File: config.mk
export PLATFORM = sky130hd
export DESIGN_NAME = supply_monitor_irq_sync
export DESIGN_NICKNAME = d
export VERILOG_FILES = /design/src/core/supply_monitor_pkg.sv /design/src/core/supply_monitor_irq_sync.sv
export SDC_FILE = /design/constraint.sdc
export NUM_CORES = 1
export LEC_CHECK = 0
export ABC_AREA = 1
export BUFFER_PORTS_ARGS = -buffer_cell sky130_fd_sc_hd__buf_2
export CAP_MARGIN = 20
export CORE_ASPECT_RATIO = 0.7
export CORE_MARGIN = 5
export CORE_UTILIZATION = 50
export CTS_CLUSTER_SIZE = 24
export DETAILED_ROUTE_END_ITERATION = 6
export PLACE_DENSITY = 0.73
export SETUP_SLACK_MARGIN = 0.15
export SLEW_MARGIN = 20
export SYNTH_ARGS = -nofsm -noshare
export SYNTH_HDL_FRONTEND = slang
export SYNTH_SLANG_ARGS = --single-unit
File: constraint.sdc
create_clock -name core_clk_i -period 3.8 [get_ports core_clk_i]
set_input_delay 0 -clock core_clk_i [delete_from_list [all_inputs] [get_ports core_clk_i]]
set_output_delay 0 -clock core_clk_i [all_outputs]
set_load 0.1 [all_outputs]
File: src/core/supply_monitor_pkg.sv
// Constants, register map and state layout of the supply monitor and interrupt block.
// Assumes one core clock and a register port that answers reads one cycle later.
package supply_monitor_pkg;

  // ---------------------------------------------------------------------------
  // Register offsets
  // ---------------------------------------------------------------------------
  localparam logic [7:0] OFS_IRQ_ENABLE_CLEAR = 8'h00;
  localparam logic [7:0] OFS_IRQ_ENABLE_SET   = 8'h04;
  localparam logic [7:0] OFS_IRQ_FLAGS        = 8'h08;
  localparam logic [7:0] OFS_POWER_CLOCK_STAT = 8'h0C;
  localparam logic [7:0] OFS_LOOP_CTRL        = 8'h24;
  localparam logic [7:0] OFS_LOOP_SYNC_CTRL   = 8'h30;
  localparam logic [7:0] OFS_MONITOR_CTRL     = 8'h34;
  localparam logic [7:0] OFS_REFERENCE_CTRL   = 8'h40;

  // ---------------------------------------------------------------------------
  // Status and interrupt bit positions
  // ---------------------------------------------------------------------------
  localparam int IRQ_N               = 12;
  localparam int EXT_N               = 9;
  localparam int BIT_LOOP_READY      = 4;
  localparam int BIT_MON_READY       = 9;
  localparam int BIT_LOW_DETECT      = 10;
  localparam int BIT_MON_SYNC_READY  = 11;

  // ---------------------------------------------------------------------------
  // Monitor control fields
  // ---------------------------------------------------------------------------
  localparam int MON_ENABLE_BIT      = 1;
  localparam int MON_THRESHOLD_MARGIN_ENABLE_BIT        = 2;
  localparam int MON_ACTION_LSB      = 3;
  localparam int MON_RUN_STANDBY_BIT = 6;
  localparam int MON_MODE_BIT        = 8;
  localparam int MON_CLK_EN_BIT      = 9;
  localparam int MON_PSEL_LSB        = 12;
  localparam int PSEL_W              = 4;
  localparam logic [15:0] MON_CTRL_MASK  = 16'hF35E;
  localparam logic [15:0] MON_CTRL_RESET = 16'h0000;
  localparam logic [1:0]  ACTION_NONE    = 2'h0;
  localparam logic [1:0]  ACTION_RESET   = 2'h1;
  localparam logic [1:0]  ACTION_IRQ     = 2'h2;

  // ---------------------------------------------------------------------------
  // Locked-loop and reference fields
  // ---------------------------------------------------------------------------
  localparam int LOOP_ENABLE_BIT       = 1;
  localparam logic [15:0] LOOP_CTRL_RESET = 16'h0080;
  localparam int REF_TEMP_SENSOR_ENABLE_BIT          = 1;
  localparam int REF_BGOUT_BIT         = 2;
  localparam int REF_TRIM_LSB          = 16;
  localparam int TRIM_W                = 11;

  // ---------------------------------------------------------------------------
  // Timing
  // ---------------------------------------------------------------------------
  localparam int CORE_CLK_HZ         = 40_000_000;
  localparam int SAMPLE_ON_NS        = 2000;
  localparam int SAMPLE_ON_CYCLES    = (SAMPLE_ON_NS * (CORE_CLK_HZ / 1_000_000) + 999) / 1000;
  localparam logic [1:0] MON_SYNC_EDGES  = 2'h2;
  localparam logic [3:0] LOOP_SYNC_CYCLES = 4'h6;

  // ---------------------------------------------------------------------------
  // Carriers
  // ---------------------------------------------------------------------------
  typedef struct packed {
    logic [7:0]  addr;
    logic [31:0] wdata;
    logic        we;
    logic        re;
  } bus_req_s;

  typedef struct packed {
    logic              prev_presc;
    logic [16:0]       presc_cnt;
    logic [7:0]        on_cnt;
    logic              det;
    logic [IRQ_N-1:0]  stat_prev;
    logic [IRQ_N-1:0]  flags;
    logic [IRQ_N-1:0]  irq_en;
    logic [15:0]       mon_ctrl;
    logic [15:0]       mon_applied;
    logic [1:0]        mon_sync_cnt;
    logic [15:0]       loop_ctrl;
    logic [3:0]        loop_sync_cnt;
    logic              ref_temp_sensor_enable;
    logic              ref_bgout;
    logic [TRIM_W-1:0] trim;
    logic              trim_loaded;
    logic [31:0]       rdata;
    logic              stall;
  } state_s;

endpackage : supply_monitor_pkg

File: src/core/supply_monitor_irq_sync.sv
// Supply monitor, reference control, twelve-source interrupt bank and loop sync.
// Assumes the slow prescaler clock, status bits and comparator are synchronous inputs.
`timescale 1ns/100ps
module supply_monitor_irq_sync (
  // Clock and reset
  input  wire logic                                   core_clk_i,
  input  wire logic                                   rst_n_i,
  // Register port
  input  wire supply_monitor_pkg::bus_req_s           bus_req_i,
  output logic [31:0]                                 rdata_o,
  output logic                                        bus_stall_o,
  // Slow prescaler clock and analog comparator
  input  wire logic                                   prescaler_clk_i,
  input  wire logic                                   supply_low_cmp_i,
  // Oscillator and loop status, factory trim
  input  wire logic [supply_monitor_pkg::EXT_N-1:0]   osc_status_i,
  input  wire logic [supply_monitor_pkg::TRIM_W-1:0]  factory_trim_i,
  // Analog controls
  output logic                                        monitor_on_o,
  output logic                                        threshold_margin_o,
  output logic                                        temp_sensor_on_o,
  output logic                                        bandgap_route_o,
  output logic [supply_monitor_pkg::TRIM_W-1:0]       reference_trim_o,
  output logic [15:0]                                 loop_ctrl_o,
  // System side
  output logic                                        irq_o,
  output logic                                        supply_low_wake_o,
  output logic                                        supply_reset_o
);

  supply_monitor_pkg::state_s s_q;
  supply_monitor_pkg::state_s s_d;

  logic [supply_monitor_pkg::IRQ_N-1:0] status;
  logic                                 presc_edge;
  logic                                 mon_en;
  logic                                 sampling;
  logic                                 sample_tick;
  logic [16:0]                          sample_top;
  logic                                 mon_sync_ready;
  logic                                 loop_ready;
  logic [1:0]                           action;
  logic                                 hit_mon;
  logic                                 hit_loop;

  // ---------------------------------------------------------------------------
  // Status vector and sampling
  // ---------------------------------------------------------------------------
  assign presc_edge     = prescaler_clk_i && !s_q.prev_presc;
  assign mon_en         = s_q.mon_applied[supply_monitor_pkg::MON_ENABLE_BIT];
  assign sampling       = s_q.mon_applied[supply_monitor_pkg::MON_MODE_BIT];
  assign action         = s_q.mon_applied[supply_monitor_pkg::MON_ACTION_LSB +: 2];
  assign mon_sync_ready = (s_q.mon_sync_cnt == 2'h0);
  assign loop_ready     = osc_status_i[supply_monitor_pkg::BIT_LOOP_READY];
  assign hit_mon        = (bus_req_i.addr == supply_monitor_pkg::OFS_MONITOR_CTRL);
  assign hit_loop       = (bus_req_i.addr == supply_monitor_pkg::OFS_LOOP_CTRL);

  // The tick period is two to the power select plus one prescaler edges.
  assign sample_top = 17'((17'h1_0000 >> (4'hF -
                      s_q.mon_applied[supply_monitor_pkg::MON_PSEL_LSB +: supply_monitor_pkg::PSEL_W]))
                      - 17'h0_0001);
  assign sample_tick = presc_edge && (s_q.presc_cnt == sample_top);

  always_comb begin
    status = '0;
    status[supply_monitor_pkg::EXT_N-1:0]           = osc_status_i;
    status[supply_monitor_pkg::BIT_MON_READY]       = mon_en;
    status[supply_monitor_pkg::BIT_LOW_DETECT]      = s_q.det;
    status[supply_monitor_pkg::BIT_MON_SYNC_READY]  = mon_sync_ready;
  end

  // ---------------------------------------------------------------------------
  // Next state
  // ---------------------------------------------------------------------------
  always_comb begin
    s_d            = s_q;
    s_d.prev_presc = prescaler_clk_i;
    s_d.stall      = 1'b0;
    s_d.stat_prev  = status;

    // Prescaler counter only runs with the monitor clock enabled in sampling mode.
    if (!sampling || !s_q.mon_applied[supply_monitor_pkg::MON_CLK_EN_BIT]) begin
      s_d.presc_cnt = 17'h0_0000;
    end else if (sample_tick) begin
      s_d.presc_cnt = 17'h0_0000;
    end else if (presc_edge) begin
      s_d.presc_cnt = s_q.presc_cnt + 17'h0_0001;
    end

    // Detection: continuous tracks the comparator, sampling latches at window end.
    if (!mon_en) begin
      s_d.on_cnt = 8'h00;
      s_d.det    = 1'b0;
    end else if (!sampling) begin
      s_d.on_cnt = 8'h00;
      s_d.det    = supply_low_cmp_i;
    end else begin
      if (sample_tick && s_q.mon_applied[supply_monitor_pkg::MON_CLK_EN_BIT]) begin
        s_d.on_cnt = 8'(supply_monitor_pkg::SAMPLE_ON_CYCLES);
      end else if (s_q.on_cnt != 8'h00) begin
        s_d.on_cnt = s_q.on_cnt - 8'h01;
      end
      if (s_q.on_cnt == 8'h01) begin
        s_d.det = supply_low_cmp_i;
      end
    end

    // Monitor write sync counts prescaler edges, then applies the new setting.
    if (!mon_sync_ready && presc_edge) begin
      s_d.mon_sync_cnt = s_q.mon_sync_cnt - 2'h1;
      if (s_q.mon_sync_cnt == 2'h1) begin
        s_d.mon_applied = s_q.mon_ctrl;
      end
    end

    if (s_q.loop_sync_cnt != 4'h0) begin
      s_d.loop_sync_cnt = s_q.loop_sync_cnt - 4'h1;
    end

    // Factory trim is caught in the first cycle after reset release.
    if (!s_q.trim_loaded) begin
      s_d.trim        = factory_trim_i;
      s_d.trim_loaded = 1'b1;
    end

    // Flags: a write of one clears, a new edge in the same cycle wins.
    if (bus_req_i.we && bus_req_i.addr == supply_monitor_pkg::OFS_IRQ_FLAGS) begin
      s_d.flags = s_q.flags & ~bus_req_i.wdata[supply_monitor_pkg::IRQ_N-1:0];
    end
    s_d.flags = s_d.flags | (status & ~s_q.stat_prev);

    // Register writes.
    if (bus_req_i.we) begin
      if (bus_req_i.addr == supply_monitor_pkg::OFS_IRQ_ENABLE_CLEAR) begin
        s_d.irq_en = s_q.irq_en & ~bus_req_i.wdata[supply_monitor_pkg::IRQ_N-1:0];
      end else if (bus_req_i.addr == supply_monitor_pkg::OFS_IRQ_ENABLE_SET) begin
        s_d.irq_en = s_q.irq_en | bus_req_i.wdata[supply_monitor_pkg::IRQ_N-1:0];
      end else if (hit_loop) begin
        if (loop_ready) begin
          s_d.loop_ctrl = bus_req_i.wdata[15:0];
        end
      end else if (bus_req_i.addr == supply_monitor_pkg::OFS_LOOP_SYNC_CTRL) begin
        if (bus_req_i.wdata[7]) begin
          s_d.loop_sync_cnt = supply_monitor_pkg::LOOP_SYNC_CYCLES;
        end
      end else if (hit_mon) begin
        if (mon_sync_ready) begin
          s_d.mon_ctrl     = bus_req_i.wdata[15:0] & supply_monitor_pkg::MON_CTRL_MASK;
          s_d.mon_sync_cnt = supply_monitor_pkg::MON_SYNC_EDGES;
        end else begin
          s_d.stall = 1'b1;
        end
      end else if (bus_req_i.addr == supply_monitor_pkg::OFS_REFERENCE_CTRL) begin
        s_d.ref_temp_sensor_enable  = bus_req_i.wdata[supply_monitor_pkg::REF_TEMP_SENSOR_ENABLE_BIT];
        s_d.ref_bgout = bus_req_i.wdata[supply_monitor_pkg::REF_BGOUT_BIT];
        s_d.trim      = bus_req_i.wdata[supply_monitor_pkg::REF_TRIM_LSB +:
                                        supply_monitor_pkg::TRIM_W];
      end
    end

    // Register reads, answered in the next cycle.
    s_d.rdata = 32'h0000_0000;
    if (bus_req_i.re) begin
      if (bus_req_i.addr == supply_monitor_pkg::OFS_IRQ_ENABLE_CLEAR ||
          bus_req_i.addr == supply_monitor_pkg::OFS_IRQ_ENABLE_SET) begin
        s_d.rdata = 32'(s_q.irq_en);
      end else if (bus_req_i.addr == supply_monitor_pkg::OFS_IRQ_FLAGS) begin
        s_d.rdata = 32'(s_q.flags);
      end else if (bus_req_i.addr == supply_monitor_pkg::OFS_POWER_CLOCK_STAT) begin
        s_d.rdata = 32'(status);
      end else if (hit_loop) begin
        s_d.rdata = 32'(s_q.loop_ctrl);
        if (s_q.loop_ctrl[supply_monitor_pkg::LOOP_ENABLE_BIT] &&
            s_q.loop_sync_cnt == 4'h0) begin
          s_d.stall         = 1'b1;
          s_d.loop_sync_cnt = supply_monitor_pkg::LOOP_SYNC_CYCLES;
        end
      end else if (hit_mon) begin
        s_d.rdata = 32'(s_q.mon_ctrl);
        if (!mon_sync_ready) begin
          s_d.stall = 1'b1;
        end
      end else if (bus_req_i.addr == supply_monitor_pkg::OFS_REFERENCE_CTRL) begin
        s_d.rdata[supply_monitor_pkg::REF_TEMP_SENSOR_ENABLE_BIT]  = s_q.ref_temp_sensor_enable;
        s_d.rdata[supply_monitor_pkg::REF_BGOUT_BIT] = s_q.ref_bgout;
        s_d.rdata[supply_monitor_pkg::REF_TRIM_LSB +: supply_monitor_pkg::TRIM_W] = s_q.trim;
      end
    end
  end

  // ---------------------------------------------------------------------------
  // State register
  // ---------------------------------------------------------------------------
  always_ff @(posedge core_clk_i) begin
    if (!rst_n_i) begin
      s_q          <= '0;
      s_q.mon_ctrl <= supply_monitor_pkg::MON_CTRL_RESET;
      s_q.mon_applied <= supply_monitor_pkg::MON_CTRL_RESET;
      s_q.loop_ctrl   <= supply_monitor_pkg::LOOP_CTRL_RESET;
      // Sync ready idles high, so a zero history would raise a false flag after reset.
      s_q.stat_prev[supply_monitor_pkg::BIT_MON_SYNC_READY] <= 1'b1;
    end else begin
      s_q <= s_d;
    end
  end

  // ---------------------------------------------------------------------------
  // Outputs
  // ---------------------------------------------------------------------------
  assign rdata_o            = s_q.rdata;
  assign bus_stall_o        = s_q.stall;
  assign monitor_on_o       = mon_en && (!sampling || s_q.on_cnt != 8'h00);
  assign threshold_margin_o = s_q.mon_applied[supply_monitor_pkg::MON_THRESHOLD_MARGIN_ENABLE_BIT];
  assign temp_sensor_on_o   = s_q.ref_temp_sensor_enable;
  assign bandgap_route_o    = s_q.ref_bgout;
  assign reference_trim_o   = s_q.trim;
  assign loop_ctrl_o        = s_q.loop_ctrl;
  assign irq_o              = |(s_q.flags & s_q.irq_en);
  assign supply_reset_o     = s_q.det && (action == supply_monitor_pkg::ACTION_RESET);

  // The wake path bypasses the clock so it still works with the core clock stopped.
  assign supply_low_wake_o  = supply_low_cmp_i && mon_en &&
                              (action == supply_monitor_pkg::ACTION_IRQ) &&
                              s_q.irq_en[supply_monitor_pkg::BIT_LOW_DETECT];

endmodule : supply_monitor_irq_sync

== After elaboration in Yosys (flattened, before gate mapping) ==
Index checks and enable logic that the tools add are counted.
Storage, ports and cells
  bits in registers: 149
  input port bits: 66
  output and inout bits: 67
  word-level logic and storage cells: 149
Operators by class
  add/subtract/negate cells: 6
  equality and inequality tests: 13
  shifts and indexed selects: 1
  mux-type cells: 52
  bitwise gates (word level): 18
  reductions and logical operators: 38
Operator list (number)
  two-way mux 35 bit: 3
  two-way mux 12 bit: 7
  two-way mux 13 bit: 4
  bitwise AND 12 bit: 4
  two-way mux 4 bit: 9
  two-way mux 17 bit: 2
  two-way mux 16 bit: 2
  equality test 8 x 6 -> 1 bit (second input constant): 3
  inverter 12 bit: 2
  OR 12 bit: 2
  adder 17 x 1 -> 17 bit (second input constant): 1
  equality test 17 bit: 1
  right shift 17 x 4 -> 17 bit (first input constant): 1
  subtractor 17 x 1 -> 17 bit (second input constant): 1
  equality test 8 x 4 -> 1 bit (second input constant): 2
  two-way mux 1 bit: 16
  two-way mux 2 bit: 7
  two-way mux 7 bit: 2
  AND reduction 7 bit: 2
  OR reduction 12 bit: 1
  logical AND 1 bit: 11
  inverter 1 bit: 10
  equality test 8 x 1 -> 1 bit (second input constant): 1
  equality test 8 x 3 -> 1 bit (second input constant): 1
  other kinds (23): 33

== Logic depth before layout (Yosys ltp) ==
  depth in word-level cells: 17
  mapped depth: 18

== Worst setup path before layout ==
No wires, ideal clock.
  path kind: register to output
  from: register s_q[138] (netlist name)
  to: output port monitor_on_o
  data arrival time: 3.003 ns
  data required time: 3.800 ns
  setup slack: 0.797 ns
  stages on the path, launching flop included: 6
  buffers on the path: 0
  cells stage by stage: dfxtp_1 > inv_1 > ha_1 > nand2_1 > nor2_1 > a21boi_0
On the way
  word-level cells in the longest chain between the ends: 3
RTL lines
  start, declared: RTL line supply_monitor_irq_sync.sv:31  | supply_monitor_pkg::state_s s_q;
  nonzero test 8 bit: RTL line supply_monitor_irq_sync.sv:212  | assign monitor_on_o = mon_en && (!sampling || s_q.on_cnt != 8'h00);
  logical OR 1 bit: RTL line supply_monitor_irq_sync.sv:212
  logical AND 1 bit: RTL line supply_monitor_irq_sync.sv:212
  end, declared: RTL line supply_monitor_irq_sync.sv:19  | output logic monitor_on_o,
No other way between the ends.

== Worst setup path in the final report ==
  from: input port rst_n_i
  to: register s_q (netlist bit reference_trim_o[0])
RTL lines
  start, declared: RTL line supply_monitor_irq_sync.sv:7  | input wire logic rst_n_i,
No word-level cell between the ends.

==> flow_results.xml <==
<?xml version="1.0" encoding="UTF-8"?>
<metrics>
  <group name="status">
    <metric name="run_status" unit="">complete, no violations</metric>
  </group>
  <group name="yosys">
    <metric name="synth-seq-cells" unit="">148</metric>
    <metric name="mappedNetlistArea" unit="mm2">0.00689</metric>
    <metric name="number_of_enable_type_register_cells_in_the_synthesized_netlist" unit="">0</metric>
    <metric name="ys_seq_area_share" unit="%">43.0</metric>
    <metric name="synth_cells" unit="">924</metric>
    <metric name="syn-mean-instance-area" unit="um2">7.46</metric>
    <metric name="synthArstFlopShare" unit="%">0</metric>
    <metric name="ys_types" unit="">39</metric>
    <metric name="synthFlopType" unit="">sky130_fd_sc_hd__dfxtp_1</metric>
    <metric name="synthesis.yosys.warnings" unit="">0</metric>
  </group>
  <group name="route">
    <metric name="detailroute.via_count" unit="">6490</metric>
    <metric name="postRouteAntennaNets" unit="">0</metric>
    <metric name="dr.first_iter.drc_count" unit="">649</metric>
    <metric name="route.detailed.drc" unit="">0</metric>
    <metric name="routed_via_density" unit="">5.26</metric>
    <metric name="drt-wirelength-per-cell" unit="um">15.2</metric>
    <metric name="drt-pass1-iter-count" unit="">5</metric>
    <metric name="finalWirelength" unit="um">18700</metric>
  </group>
  <group name="global_route">
    <metric name="global_route_wire_length_before_repair" unit="um">30200</metric>
    <metric name="grt_antenna_before_repair" unit="">0</metric>
    <metric name="grt_start_max_net_pins" unit="">54</metric>
    <metric name="groute.usage.overall" unit="%">23.4</metric>
    <metric name="grt_pass1_vias" unit="">6043</metric>
    <metric name="global_route.overflow_total" unit="">0</metric>
  </group>
  <group name="floorplanning">
    <metric name="initial_utilization" unit="%">51.8</metric>
    <metric name="core_area" unit="mm2">0.0133</metric>
    <metric name="ios" unit="">133</metric>
    <metric name="die_w" unit="um">150</metric>
    <metric name="fp.dieArea" unit="mm2">0.0163</metric>
    <metric name="die_height" unit="um">108</metric>
    <metric name="fp-row-count" unit="">35</metric>
  </group>
  <group name="cts">
    <metric name="numCtsBuffers" unit="">17</metric>
    <metric name="postCtsHoldBufs" unit="">54</metric>
    <metric name="cts_tree" unit="">built</metric>
    <metric name="postCtsResizedCells" unit="">0</metric>
    <metric name="cts_num_sinks" unit="">148</metric>
    <metric name="ctsLongestPathBuffers" unit="">2</metric>
    <metric name="worstSkewPairLatency" unit="ps">420</metric>
    <metric name="cts.repair_timing.setup_buffer_count" unit="">0</metric>
    <metric name="clk_pin_slew_worst_paths" unit="ps">60</metric>
    <metric name="htree_num_levels" unit="">4</metric>
    <metric name="cts-root-buf" unit="">sky130_fd_sc_hd__clkbuf_16</metric>
  </group>
  <group name="sta">
    <metric name="minimum_clock_period_after_layout" unit="ps">2600</metric>
    <metric name="timing.final.hold_violations" unit="">0</metric>
    <metric name="slew-limit-headroom" unit="%">29.3</metric>
    <metric name="setup_viol" unit="">0</metric>
    <metric name="finalClockSkew" unit="ps">8.80</metric>
    <metric name="tightest_slew" unit="ps">1060</metric>
    <metric name="final_min_period_over_clock_period" unit="%">68.5</metric>
    <metric name="timing.final.max_slew_violations" unit="">0</metric>
    <metric name="maxClockFrequency" unit="GHz">0.384</metric>
    <metric name="setup_repair_after_global_routing_missed_its_margin" unit="">false</metric>
    <metric name="setup_total_negative_slack" unit="ps">0</metric>
    <metric name="fin_hold_ws" unit="ps">79.1</metric>
  </group>
  <group name="placed_design">
    <metric name="routabilityCongestion" unit="">0.918</metric>
    <metric name="placement.cell_area" unit="mm2">0.00719</metric>
    <metric name="portBuffers" unit="">122</metric>
    <metric name="dp_hpwl" unit="um">12500</metric>
    <metric name="placed_cells" unit="">1149</metric>
  </group>
  <group name="final_layout">
    <metric name="areaGrowthSynthToFinish" unit="%">20.6</metric>
    <metric name="layout-drive-gt1-share" unit="%">16.9</metric>
    <metric name="n_fill_cell" unit="">1224</metric>
    <metric name="antenna-diode-count" unit="">0</metric>
    <metric name="final_common_cell" unit="">sky130_fd_sc_hd__nand2_1</metric>
    <metric name="multi_input_area" unit="mm2">0.00294</metric>
    <metric name="stdcell_count" unit="">1234</metric>
    <metric name="finalInstanceArea" unit="mm2">0.00832</metric>
    <metric name="layout.nets" unit="">1110</metric>
    <metric name="seqCellArea" unit="mm2">0.00296</metric>
    <metric name="most-common-layout-cells" unit="">sky130_fd_sc_hd__nand2_1, sky130_fd_sc_hd__dfxtp_1, sky130_fd_sc_hd__buf_2</metric>
  </group>
  <group name="setup_path">
    <metric name="cp_slowest_stage_delay" unit="ps">880</metric>
    <metric name="endpoint_kind" unit="">flop</metric>
    <metric name="worstPathArrival" unit="ps">2960</metric>
    <metric name="slowest_stage" unit="">sky130_fd_sc_hd__clkinv_1</metric>
    <metric name="critical-path-top-delay-family" unit="">buffers and inverters</metric>
    <metric name="timing.critical_path.cells" unit="">dlygate4sd3_1 -&gt; buf_2 -&gt; clkinv_1 -&gt; a211oi_1 -&gt; dlygate4sd3_1</metric>
    <metric name="timing.critical_path.required" unit="ps">4150</metric>
    <metric name="library_cell_appearing_most_often_on_the_critical_path" unit="">sky130_fd_sc_hd__dlygate4sd3_1</metric>
    <metric name="worstSetupStartpointType" unit="">input port</metric>
    <metric name="critical_path_buf_inv_count" unit="">4</metric>
    <metric name="path_max_fanout" unit="">27</metric>
    <metric name="critical_path_class" unit="">in -&gt; reg</metric>
  </group>
  <group name="pwr">
    <metric name="power-per-cell-area" unit="mW/mm2">440</metric>
    <metric name="ir_worst_vdd" unit="mV">0.332</metric>
    <metric name="p_leak" unit="uW">0.00368</metric>
  </group>
  <group name="job">
    <metric name="maxCapViolCount" unit="">0</metric>
  </group>
  <group name="worst_hold_path">
    <metric name="worst_hold_path_type" unit="">in -&gt; reg</metric>
  </group>
</metrics>
==> final timing paths <==
path           startpoint                  end  slack [ps]  cells after the start
min          bus_req_i[0]          bus_stall_o          80                      5
max               rst_n_i  reference_trim_o[0]        1200                      5
max reg2reg       s_q[84]             s_q[145]        1260                     16
min reg2reg      s_q[126]             s_q[114]         420                      1
==> logic make-up after synthesis <==
family,Yosys count,share of synthesized area (%)
flip-flops,148,43.0
adder cells (fa/ha/maj),7,1.27
AO/OA/AOI/OAI,204,16.8
buffers and inverters,198,14.6
multiplexers,11,1.60
AND/OR/NAND/NOR,337,20.5
other,1,0.0544
XOR/XNOR,18,2.29
==> worst min-delay path: stages <==
cell                      delay [ps]
sky130_fd_sc_hd__buf_2           110
sky130_fd_sc_hd__inv_1            70
sky130_fd_sc_hd__o21ai_0          70
sky130_fd_sc_hd__o21ai_0         100
sky130_fd_sc_hd__nor2_1           90
==> layer usage <==
metal / GRT usage [%] / share of wire [%] / up-vias
li1: - / - / 3200
met1: 33.7 / 47 / 2971
met2: 34.8 / 42 / 294
met3: 5.28 / 9.6 / 25
met4: 7.31 / 1.5 / 0
met5: 0 / 0 / -
==> registers in the layout, summed over array words and instances (netlist names), named ones only <==
register / cells
s_d: 1
bus_stall_o: 1
s_q: 74
bandgap_route_o: 1
threshold_margin_o: 1
action: 2
mon_en: 1
rdata_o: 27
reference_trim_o: 11
temp_sensor_on_o: 1
loop_ctrl_o: 16
==> synthesized netlist by cell type, types with 4 or more instances <==
| library cell | instances | area (um2) |
|---|---|---|
| sky130_fd_sc_hd__xor2_1 | 14 | 123 |
| sky130_fd_sc_hd__o21ai_0 | 88 | 440 |
| sky130_fd_sc_hd__xnor2_1 | 4 | 35.0 |
| sky130_fd_sc_hd__nand2_1 | 152 | 571 |
| sky130_fd_sc_hd__nor2_2 | 7 | 43.8 |
| sky130_fd_sc_hd__nand4_1 | 8 | 50.1 |
| sky130_fd_sc_hd__inv_2 | 6 | 22.5 |
| sky130_fd_sc_hd__a21oi_1 | 53 | 265 |
| sky130_fd_sc_hd__nor2_1 | 109 | 409 |
| sky130_fd_sc_hd__a211oi_1 | 14 | 105 |
| sky130_fd_sc_hd__a22o_1 | 4 | 35.0 |
| sky130_fd_sc_hd__nor3_1 | 16 | 80.1 |
| sky130_fd_sc_hd__ha_1 | 7 | 87.6 |
| sky130_fd_sc_hd__inv_1 | 100 | 375 |
| sky130_fd_sc_hd__nand3_1 | 34 | 170 |
| sky130_fd_sc_hd__buf_2 | 10 | 50.1 |
| sky130_fd_sc_hd__buf_4 | 62 | 465 |
| sky130_fd_sc_hd__a31oi_1 | 16 | 100 |
| sky130_fd_sc_hd__mux2i_1 | 11 | 110 |
| sky130_fd_sc_hd__clkbuf_1 | 17 | 63.8 |
| sky130_fd_sc_hd__o22ai_1 | 16 | 100 |
| sky130_fd_sc_hd__dfxtp_1 | 148 | 2960 |
==> power breakdown <==
part	internal, uW	switching [uW]
clock	1030	666
combinational	123	221
sequential	1590	27.2
total	2740	914
==> final cells by class <==
cell class / instances / area share, %
inverters: 107 / 4.83
clock inverters: 12 / 1.88
multi-input cells: 582 / 35.4
well taps: 185 / 2.78
flip-flops and latches: 148 / 35.6
repair buffers: 181 / 14.3
clock buffers: 19 / 5.21
==> through the flow <==
step | setup slack [ps] | total power [uW] | utilization (%)
global route | 943 | 3780 | 62.5
floorplan | 797 | 1870 | -
detailed placement | 1380 | 1940 | 54.0
finish | 1200 | 3660 | 62.5
CTS | 1320 | 3660 | 62.5
global placement | 1370 | 1930 | 54.0
(Power assumes the default switching activity.)
